[src/design/qiwr_pkg.sv]
// qiwr_pkg: constants for the quad i/o word read and wrap control block
// assumes spi mode 0 framing, sampled on the 20 MHz system clock
package qiwr_pkg;
  localparam logic [7:0] OP_DUAL_IO   = 8'h00BB;
  localparam logic [7:0] OP_QUAD_IO   = 8'h00EB;
  localparam logic [7:0] OP_WORD_QIO  = 8'h00E7;
  localparam logic [7:0] OP_OCTAL_QIO = 8'h00E3;
  localparam logic [7:0] OP_SET_WRAP  = 8'h0077;
  localparam int         ADDR_BITS    = 24;
  localparam int         SKIP_LSB     = 4;
  localparam logic [1:0] SKIP_KEEP    = 2'h2;
  localparam int         WRAP_LSB     = 4;
  localparam logic [2:0] WRAP_RESET   = 3'h1;
  localparam logic [5:0] DUMMY_WORD   = 6'h02;
  localparam logic [5:0] DUMMY_QUAD   = 6'h04;
  localparam logic [5:0] DUMMY_OCTAL  = 6'h00;
  localparam logic [5:0] WRAP_DUMMY   = 6'h06;
  localparam logic [5:0] ADDR_CLK_Q   = 6'h06;
  localparam logic [5:0] ADDR_CLK_D   = 6'h0C;
  localparam logic [5:0] MODE_CLK_Q   = 6'h02;
  localparam logic [5:0] MODE_CLK_D   = 6'h04;
  typedef enum logic [2:0] {RD_NONE, RD_DUAL, RD_QUAD, RD_WORD, RD_OCTAL} qiwr_read_t;
endpackage

[src/design/qiwr_ctrl.sv]
// qiwr_ctrl: spi command front end for dual/quad i/o reads, opcode skip and wrap
// assumes sclk well below CLK/4; memory array is outside, read by byte address
// How it works
// - word read: two dummy clocks after mode
// - word and octal reads need quad enable
// - octal read: data right after mode byte
// - mode byte follows address before dummies
// - mode bits 7:6 and 3:0 ignored
// - field 10 keeps read type, skips opcode
// - other field value leaves continuous mode
// - skip applies to four dual/quad reads
// - wrap command: opcode, 24 dummy, 8 bits
// - only wrap bits 6:4 stored
// - disable bit and length field select wrap
// - quad and word reads wrap within aligned page section
// - wrap setting persists until rewritten
// - power-up wrap disabled
// - in continuous mode first bits are address
// - escape forces release bit to one
// - escape: 8 quad or 16 dual clocks ones
// - quad read: four dummy clocks
// - dual: two bits per clock
`timescale 1ns/100ps
module qiwr_ctrl (
  input  wire logic        CLK,
  input  wire logic        SRST,
  input  wire logic        CS_N,
  input  wire logic        SCLK,
  input  wire logic [3:0]  DATA_IN,
  output logic      [3:0]  DATA_OUT,
  output logic      [3:0]  DATA_OE,
  input  wire logic        QUAD_IO_ENABLE_BIT,
  output logic      [23:0] MEM_ADDR,
  input  wire logic [7:0]  MEM_DATA,
  output logic      [2:0]  WRAP_SETTING_BITS,
  output logic             CONT_MODE
);
  typedef enum logic [2:0] {S_IDLE, S_OPC, S_ADDR, S_MODE, S_DUMMY, S_DATA, S_SKIP}
    qiwr_state_t;
  // local aliases of the package read kinds; nothing is imported
  typedef qiwr_pkg::qiwr_read_t qiwr_read_t;
  localparam qiwr_read_t RD_NONE  = qiwr_pkg::RD_NONE;
  localparam qiwr_read_t RD_DUAL  = qiwr_pkg::RD_DUAL;
  localparam qiwr_read_t RD_QUAD  = qiwr_pkg::RD_QUAD;
  localparam qiwr_read_t RD_WORD  = qiwr_pkg::RD_WORD;
  localparam qiwr_read_t RD_OCTAL = qiwr_pkg::RD_OCTAL;

  logic [5:0] pin_s;
  logic       cs_n_s;
  logic       sclk_s;
  logic [3:0] din_s;
  qiwr_sync #(.W(6)) u_sync (
    .clk      (CLK),
    .async_in ({CS_N, SCLK, DATA_IN}),
    .sync_out (pin_s)
  );
  assign cs_n_s = pin_s[5];
  assign sclk_s = pin_s[4];
  assign din_s  = pin_s[3:0];

  //////////////////////////////////////////////////////////////////////////////
  function automatic logic [5:0] dummy_of(input qiwr_read_t t);
    unique case (t)
      RD_WORD:  dummy_of = qiwr_pkg::DUMMY_WORD;
      RD_OCTAL: dummy_of = qiwr_pkg::DUMMY_OCTAL;
      RD_QUAD:  dummy_of = qiwr_pkg::DUMMY_QUAD;
      default:  dummy_of = 6'h00;
    endcase
  endfunction

  // next byte address, confined to the wrap section when enabled
  function automatic logic [23:0] next_addr(input logic [23:0] a, input logic [2:0] w,
                                            input logic wrap_ok);
    logic [7:0] mask;
    mask = 8'h07;
    unique case (w[2:1])
      2'h0: mask = 8'h07;
      2'h1: mask = 8'h0F;
      2'h2: mask = 8'h1F;
      2'h3: mask = 8'h3F;
    endcase
    if (w[0] || !wrap_ok) begin
      next_addr = a + 24'h00_0001;
    end else begin
      next_addr = {a[23:8], (a[7:0] & ~mask) | ((a[7:0] + 8'h01) & mask)};
    end
  endfunction

  //////////////////////////////////////////////////////////////////////////////
  logic        sclk_d1_q;
  logic        rise;
  logic        fall;
  logic        quad_bus;
  qiwr_state_t state_q;
  qiwr_read_t  rtype_q;
  qiwr_read_t  skip_type_q;
  logic [5:0]  cnt_q;
  logic [23:0] sh_q;
  logic [7:0]  byte_q;
  logic        nib_q;
  logic        wrap_cmd_q;
  logic        cs_n_d1_q;
  qiwr_read_t  opc_type;

  always_ff @(posedge CLK) begin
    sclk_d1_q <= sclk_s;
    cs_n_d1_q <= cs_n_s;
  end
  assign rise = sclk_s & ~sclk_d1_q;
  assign fall = ~sclk_s & sclk_d1_q;
  assign quad_bus = (rtype_q != RD_DUAL);

  always_comb begin
    opc_type = RD_NONE;
    unique case ({sh_q[6:0], din_s[0]})
      qiwr_pkg::OP_DUAL_IO:   opc_type = RD_DUAL;
      qiwr_pkg::OP_QUAD_IO:   opc_type = QUAD_IO_ENABLE_BIT ? RD_QUAD : RD_NONE;
      qiwr_pkg::OP_WORD_QIO:  opc_type = QUAD_IO_ENABLE_BIT ? RD_WORD : RD_NONE;
      qiwr_pkg::OP_OCTAL_QIO: opc_type = QUAD_IO_ENABLE_BIT ? RD_OCTAL : RD_NONE;
      default:                opc_type = RD_NONE;
    endcase
  end

  //////////////////////////////////////////////////////////////////////////////
  // command sequencer
  always_ff @(posedge CLK) begin
    if (SRST) begin
      state_q     <= S_IDLE;
      rtype_q     <= RD_NONE;
      skip_type_q <= RD_NONE;
      cnt_q       <= 6'h00;
      sh_q        <= 24'h00_0000;
      wrap_cmd_q  <= 1'b0;
      WRAP_SETTING_BITS <= qiwr_pkg::WRAP_RESET;
    end else if (cs_n_s) begin
      state_q <= S_IDLE;
      cnt_q   <= 6'h00;
    end else if (cs_n_d1_q) begin
      // select start: continuous mode takes no opcode, straight into address; otherwise opcode
      wrap_cmd_q <= 1'b0;
      sh_q       <= 24'h00_0000;
      cnt_q      <= 6'h00;
      if (skip_type_q != RD_NONE) begin
        rtype_q <= skip_type_q;
        state_q <= S_ADDR;
      end else begin
        rtype_q <= RD_NONE;
        state_q <= S_OPC;
      end
    end else if (rise) begin
      cnt_q <= cnt_q + 6'h01;
      unique case (state_q)
        S_OPC: begin
          sh_q <= {sh_q[22:0], din_s[0]};
          if (cnt_q == 6'h07) begin
            cnt_q <= 6'h00;
            sh_q  <= 24'h00_0000;
            if (opc_type != RD_NONE) begin
              rtype_q <= opc_type;
              state_q <= S_ADDR;
            end else if ({sh_q[6:0], din_s[0]} == qiwr_pkg::OP_SET_WRAP) begin
              wrap_cmd_q <= 1'b1;
              rtype_q    <= RD_QUAD;
              state_q    <= S_ADDR;
            end else begin
              state_q <= S_SKIP;
            end
          end
        end
        S_ADDR: begin
          if (quad_bus) begin
            sh_q <= {sh_q[19:0], din_s};
          end else begin
            sh_q <= {sh_q[21:0], din_s[1:0]};
          end
          if (cnt_q == (quad_bus ? qiwr_pkg::ADDR_CLK_Q : qiwr_pkg::ADDR_CLK_D) - 6'h01) begin
            cnt_q   <= 6'h00;
            state_q <= S_MODE;
          end
        end
        S_MODE: begin
          if (quad_bus) begin
            byte_q <= {byte_q[3:0], din_s};
          end else begin
            byte_q <= {byte_q[5:0], din_s[1:0]};
          end
          if (cnt_q == (quad_bus ? qiwr_pkg::MODE_CLK_Q : qiwr_pkg::MODE_CLK_D) - 6'h01) begin
            cnt_q <= 6'h00;
            if (wrap_cmd_q) begin
              // only bits 6:4 are kept
              WRAP_SETTING_BITS <= byte_q[2:0];
              state_q <= S_SKIP;
            end else begin
              // only bits 5:4 matter; an escape of all ones lands here with 11
              if ((quad_bus ? byte_q[1:0] : byte_q[3:2]) == qiwr_pkg::SKIP_KEEP) begin
                skip_type_q <= rtype_q;
              end else begin
                skip_type_q <= RD_NONE;
              end
              state_q <= (dummy_of(rtype_q) == 6'h00) ? S_DATA : S_DUMMY;
            end
          end
        end
        S_DUMMY: begin
          if (cnt_q == dummy_of(rtype_q) - 6'h01) begin
            cnt_q   <= 6'h00;
            state_q <= S_DATA;
          end
        end
        S_DATA: cnt_q <= 6'h00;
        S_SKIP: cnt_q <= 6'h00;
        default: state_q <= S_IDLE;
      endcase
    end
  end

  //////////////////////////////////////////////////////////////////////////////
  // data output, changes on sclk falling edge
  logic oe_d;
  assign oe_d = (state_q == S_DATA) && !cs_n_s;
  always_ff @(posedge CLK) begin
    if (SRST || cs_n_s) begin
      DATA_OE  <= 4'h0;
      DATA_OUT <= 4'h0;
      nib_q    <= 1'b0;
      MEM_ADDR <= 24'h00_0000;
    end else if (state_q == S_MODE) begin
      MEM_ADDR <= sh_q;
      nib_q    <= 1'b0;
    end else if (oe_d && fall) begin
      DATA_OE <= quad_bus ? 4'hF : 4'h3;
      if (quad_bus) begin
        DATA_OUT <= nib_q ? MEM_DATA[3:0] : MEM_DATA[7:4];
        nib_q    <= ~nib_q;
        if (nib_q) begin
          MEM_ADDR <= next_addr(MEM_ADDR, WRAP_SETTING_BITS, rtype_q != RD_OCTAL);
        end
      end else begin
        DATA_OUT <= {2'h0, MEM_DATA[7:6]};
        MEM_ADDR <= MEM_ADDR;
      end
    end
  end

  always_ff @(posedge CLK) begin
    if (SRST) begin
      CONT_MODE <= 1'b0;
    end else begin
      CONT_MODE <= (skip_type_q != RD_NONE);
    end
  end

  //////////////////////////////////////////////////////////////////////////////
  // checks on what the sequencer drives
  logic mode_last;
  assign mode_last = (state_q == S_MODE) && rise && !cs_n_s && !cs_n_d1_q &&
    (cnt_q == (quad_bus ? qiwr_pkg::MODE_CLK_Q : qiwr_pkg::MODE_CLK_D) - 6'h01);

  a_oe_deselect: assert property (@(posedge CLK) disable iff (SRST)
    cs_n_s |=> (DATA_OE == 4'h0))
    else $error("data lines driven after deselect");
  a_oe_in_data: assert property (@(posedge CLK) disable iff (SRST)
    (DATA_OE != 4'h0) |-> (state_q == S_DATA))
    else $error("data lines driven outside data phase");
  a_refuse_octal: assert property (@(posedge CLK) disable iff (SRST)
    ((state_q == S_OPC) && rise && !cs_n_s && !cs_n_d1_q && (cnt_q == 6'h07) &&
     !QUAD_IO_ENABLE_BIT && ({sh_q[6:0], din_s[0]} == qiwr_pkg::OP_OCTAL_QIO))
    |=> (state_q == S_SKIP))
    else $error("octal read taken without quad enable");
  a_wrap_store: assert property (@(posedge CLK) disable iff (SRST)
    (mode_last && wrap_cmd_q) |=> (WRAP_SETTING_BITS == $past(byte_q[2:0])))
    else $error("wrap bits not taken from byte bits 6:4");
  a_wrap_hold: assert property (@(posedge CLK) disable iff (SRST)
    !(mode_last && wrap_cmd_q) |=> $stable(WRAP_SETTING_BITS))
    else $error("wrap setting changed without wrap command");
  a_skip_keep: assert property (@(posedge CLK) disable iff (SRST)
    (mode_last && !wrap_cmd_q &&
     ((quad_bus ? byte_q[1:0] : byte_q[3:2]) == qiwr_pkg::SKIP_KEEP))
    |=> (skip_type_q == $past(rtype_q)))
    else $error("opcode skip not kept for field 10");
  a_skip_leave: assert property (@(posedge CLK) disable iff (SRST)
    (mode_last && !wrap_cmd_q &&
     ((quad_bus ? byte_q[1:0] : byte_q[3:2]) != qiwr_pkg::SKIP_KEEP))
    |=> (skip_type_q == RD_NONE))
    else $error("continuous mode kept for other field value");
  a_reentry_addr: assert property (@(posedge CLK) disable iff (SRST)
    (cs_n_d1_q && !cs_n_s && (skip_type_q != RD_NONE)) |=> (state_q == S_ADDR))
    else $error("continuous mode did not start with address");
  a_word_dummy: assert property (@(posedge CLK) disable iff (SRST)
    ((state_q == S_DUMMY) && (rtype_q == RD_WORD)) |-> (cnt_q < qiwr_pkg::DUMMY_WORD))
    else $error("word read dummy count overrun");
  a_octal_direct: assert property (@(posedge CLK) disable iff (SRST)
    (state_q == S_DUMMY) |-> (rtype_q != RD_OCTAL))
    else $error("octal read entered dummy phase");

  c_cont_entered: cover property (@(posedge CLK) disable iff (SRST) $rose(CONT_MODE));
  c_wrap_on:      cover property (@(posedge CLK) disable iff (SRST) !WRAP_SETTING_BITS[0]);
  c_quad_data:    cover property (@(posedge CLK) disable iff (SRST) DATA_OE == 4'hF);
  c_dual_data:    cover property (@(posedge CLK) disable iff (SRST) DATA_OE == 4'h3);
endmodule // qiwr_ctrl

[src/design/qiwr_sync.sv]
// qiwr_sync: two flip-flop synchroniser for pin inputs
// assumes inputs asynchronous to CLK
`timescale 1ns/100ps
module qiwr_sync #(
  parameter int W = 1
) (
  input  wire logic         clk,
  input  wire logic [W-1:0] async_in,
  output logic      [W-1:0] sync_out
);
  logic [W-1:0] meta_q;
  always_ff @(posedge clk) begin
    meta_q   <= async_in;
    sync_out <= meta_q;
  end
endmodule // qiwr_sync

[config.mk]
export PLATFORM = sky130hd
export DESIGN_NAME = qiwr_ctrl
export DESIGN_NICKNAME = d
export VERILOG_FILES = /design/src/design/qiwr_pkg.sv /design/src/design/qiwr_ctrl.sv /design/src/design/qiwr_sync.sv
export SDC_FILE = /design/constraint.sdc
export NUM_CORES = 1
export LEC_CHECK = 0
export ABC_AREA = 1
export BUFFER_PORTS_ARGS = -buffer_cell sky130_fd_sc_hd__buf_4
export CAP_MARGIN = 20
export CELL_PAD_IN_SITES_DETAIL_PLACEMENT = 0
export CELL_PAD_IN_SITES_GLOBAL_PLACEMENT = 1
export CORE_ASPECT_RATIO = 1.1
export CORE_UTILIZATION = 42
export DETAILED_ROUTE_END_ITERATION = 10
export PLACE_DENSITY_LB_ADDON = 0.1
export SETUP_SLACK_MARGIN = 0.1
export SLEW_MARGIN = 10
export SYNTH_ARGS = -nofsm -noshare
export SYNTH_HDL_FRONTEND = slang
export SYNTH_HIERARCHICAL = 1
export SYNTH_SLANG_ARGS = --single-unit
[constraint.sdc]
create_clock -name CLK -period 2.2 [get_ports CLK]
set_input_delay 0.44 -clock CLK [delete_from_list [all_inputs] [get_ports CLK]]
set_output_delay 0.44 -clock CLK [all_outputs]
set_load 0.01 [all_outputs]
==> impl_metrics.csv <==
group,metric,value,unit
synth,synth_area,5223,um^2
global_route,grt_overflow,0,
sta,fin_setup_tns,0,ns
routing,postRouteAntennaNets,0,
global_route,grt_use_total,23.62,%
global_route,antenna_found_initial,0,
synth,synth-async-reset-ratio,0,%
cells_and_area,finalInstanceArea,6053,um^2
worst_setup_path,critPathLaunchType,"flip-flop",
sta,finalSetupViolations,0,
synth,yosysTopAreaCell,"dfxtp_1",
synth,synth_edf_count,4,
synth,synth_top_cell_area_share,34.12,%
worst_setup_path,rrSetupSlack,0.25,ns
pwr,p_switching,917.8,uW
die,start_util,43.21,%
global_route,use_met3,3.065,%
worst_setup_path,cpPeakStageDelay,0.43,ns
global_route,grt_util_met1,34.36,%
placed_design,placed_area,5753,um^2
routing,drt-initial-drc-count,291,
pwr,power_frac_comb,7.0,%
worst_setup_path,arrival,2.23,ns
die,die_w,108.3,um
synth,synthMostInstantiatedCell,"nand2_1",
synth,postSynthCellCount,783,
sta,final_hold_viol_count,0,
sta,rsz0062_at_grt,"false",
sta,slew_headroom,58.61,%
cts,clock-root-buffer,"clkbuf_16",
worst_setup_path,cp_data_required_time,2.48,ns
synth,syn_area_per_cell,6.670,um^2
routing,drc,0,
die,rows,42,
sta,min_period,1.950,ns
pwr,pwr-share-clk,43.3,%
min_path,min_to,"u_sync/meta_q[3]",
cts,cts_setup_buffers,0,
sta,period_share,88.65,%
placed_design,gp_congestion,0.8577,
cts,htreeDepth,3,
pwr,power.internal,2.587,mW
cells_and_area,area_delta_synth_final,15.91,%
placed_design,dp.cells,971,
die,core-area,12090,um^2
synth,ys_ff_latch,93,
global_route,grt_util_met2,35.43,%
placed_design,dp_hpwl,10750,um
routing,vias,5348,
cells_and_area,drive_gt1_share,14.77,%
cells_and_area,fillerInstances,1259,
min_path,hold_path_depth,1,
cts,cts_buffer_depth,2,
global_route,grt_max_degree,48,
run_status,status,"finished clean",
synth,synthDistinctLibCells,45,
synth,synth_nets,804,
placed_design,port_buffers,52,
synth,ys_warn_count,6,
routing,drt-total-wl,14660,um
die,io_pins,53,
pwr,powerDensity,579.0,nW/um^2
min_path,hold_start,"DATA_IN[3]",
pwr,power_leakage,2.338,nW
synth,seq_area_frac_synth,36.42,%
sta,slew_violations,0,
synth,synth.top_cells.by_area,"dfxtp_1, a21oi_1, nand2_1",
die,die_area,12880,um^2
synth,yosys-top-cells-count,"nand2_1, a21oi_1, inv_1",
cts,clk_pin_slew,0.07,ns
cells_and_area,finalNetCount,849,
worst_setup_path,crit_slowest_cell,"dfxtp_1",
worst_setup_path,reg2regPathDepth,11,
cells_and_area,num_antenna_cells,0,
worst_setup_path,r2r-end,"MEM_ADDR[16]",
worst_setup_path,r2r_start,"MEM_ADDR[0]",
pwr,swShare,26.19,%
cts,cts_made_buffers,9,
pwr,seqPwrFrac,49.7,%
job,drv_cap,0,
die,die_y,119.0,um
sta,hold_ws,0.1835,ns
sta,max_freq,512.7,MHz
min_path,min_path_type,"primary input to flip-flop",
cts,clock_sinks,93,
routing,via_per_inst,5.418,
worst_setup_path,critPathKind,"flip-flop to flip-flop",
worst_setup_path,worstSetupEndpointType,"flip-flop",
routing,wl_per_cell,14.85,um
synth,synthFlopType,"dfxtp_1",
routing,dr.pass1.iters,5,
global_route,grt-busiest-layer,"met2",
cts,clk_latency,0.35,ns
sta,skew,0.006479,ns
worst_setup_path,cp_max_fo,6,
pwr,vdd_drop_max,0.0003976,V
cts,cts_tree,"done",
sta,worstMarginPinSlew,0.6161,ns
worst_setup_path,cp_cell_sequence,"ha_1 > nand2_1 > inv_1 > nand2_2 > nor2_4 > nand2_2 > nor2_4 > nand2_1 > o21ai_0 > nand3_1 > a21oi_1",
cells_and_area,final_cell_count_no_fill,987,
global_route,grt_pass1_vias,4857,
global_route,grt_pass1_wl,23950,um
[worst max-delay path by stage]
stage                            from            to  slack [ns]  depth (start not counted)
after floorplan            rtype_q[2]      cnt_q[2]        0.45                         13
after global placement           SRST     byte_q[0]        0.14                          7
after detailed placement         SRST     byte_q[1]        0.18                          7
after CTS                  rtype_q[2]      cnt_q[2]        0.19                         13
after global routing      MEM_ADDR[0]  MEM_ADDR[16]        0.11                         11
final                     MEM_ADDR[0]  MEM_ADDR[16]        0.25                         11
[cell usage in the layout (no fill, tap or decap), drive strengths merged]
cell,count
nand3b,5
dfxtp,89
xor2,2
a31oi,8
nor4,1
o31ai,3
clkinv,2
nor3,17
o221ai,1
a311oi,1
ha,4
edfxtp,4
a21oi,110
buf,68
clkbuf,9
clkinvlp,2
or2,3
nand3,65
nor2,70
a22oi,1
o211ai,8
a41oi,1
nand4,11
o21bai,1
nand2,153
and3,1
o21ai,88
and2,1
o2111ai,1
inv,99
a211oi,4
[critical path: cells and delay by family (launching register included)]
family | cells | cell delay (ns)
AND/OR/NAND/NOR | 7 | 0.78
adder cells (fa/ha/maj) | 1 | 0.20
buffers and inverters | 1 | 0.14
flip-flops | 1 | 0.43
AO/OA/AOI/OAI | 2 | 0.34
[flip-flops by register name, summed over array words and instances, names as in the netlist, 2 cells and up, named ones only]
signal             cells
cnt_q                  6
state_q                3
byte_q                 4
DATA_OE                2
MEM_ADDR              21
DATA_OUT               4
WRAP_SETTING_BITS      3
u_sync/sync_out        6
u_sync/meta_q          6
sh_q                  24
rtype_q                3
skip_type_q            3
[metal layers]
metal	part of all wire (%)	routed length, um	vias up
met2	44	6379	175
met5	0	0	-
met3	6.3	920	20
li1	-	-	2722
met1	49	7119	2431
met4	1.6	238	0
[power by group through the flow]
stage / Clock (mW) / Combinational, mW / Sequential [mW]
after floorplan: 0 / 0.166 / 1.77
after global placement: 0 / 0.243 / 1.78
after detailed placement: 0 / 0.244 / 1.78
after CTS: 1.55 / 0.245 / 1.74
after global routing: 1.61 / 0.276 / 1.74
final: 1.52 / 0.247 / 1.74
[stage by stage]
stage | utilization, % | total power, mW | worst slack, ns
CTS | 49.92 | 3.533 | 0.1872
global route | 50.08 | 3.633 | 0.1089
finish | 50.08 | 3.505 | 0.2496
global placement | 47.60 | 2.022 | 0.1372
floorplan | - | 1.940 | 0.4464
detailed placement | 47.60 | 2.025 | 0.1791
[final cells by class]
class                   count  area, um^2  area share, %
multi-input cells         560        2800          46.26
flip-flops and latches     93        1906          31.48
repair buffers             68       514.2          8.495
inverters                  96       360.3          5.953
clock buffers               9       225.2          3.721
well taps                 154       192.7          3.183
clock inverters             7       55.05         0.9095
[logic make-up (layout without fill, tap and decap cells)]
| group | count (synthesis) | count (layout) | synth area share, % |
|---|---|---|---|
| XOR/XNOR | 2 | 2 | 0.3355 |
| buffers and inverters | 130 | 180 | 10.21 |
| AND/OR/NAND/NOR | 327 | 327 | 28.77 |
| flip-flops | 93 | 93 | 36.42 |
| AO/OA/AOI/OAI | 227 | 227 | 23.31 |
| adder cells (fa/ha/maj) | 4 | 4 | 0.9584 |
[repair_timing]
action / in CTS / in global routing
hold endpoints to repair: 0 / 0
hold buffers: 0 / 0
gates resized for setup: 0 / 9
endpoints found under the setup margin: 0 / 12
(Power assumes the default switching activity.)
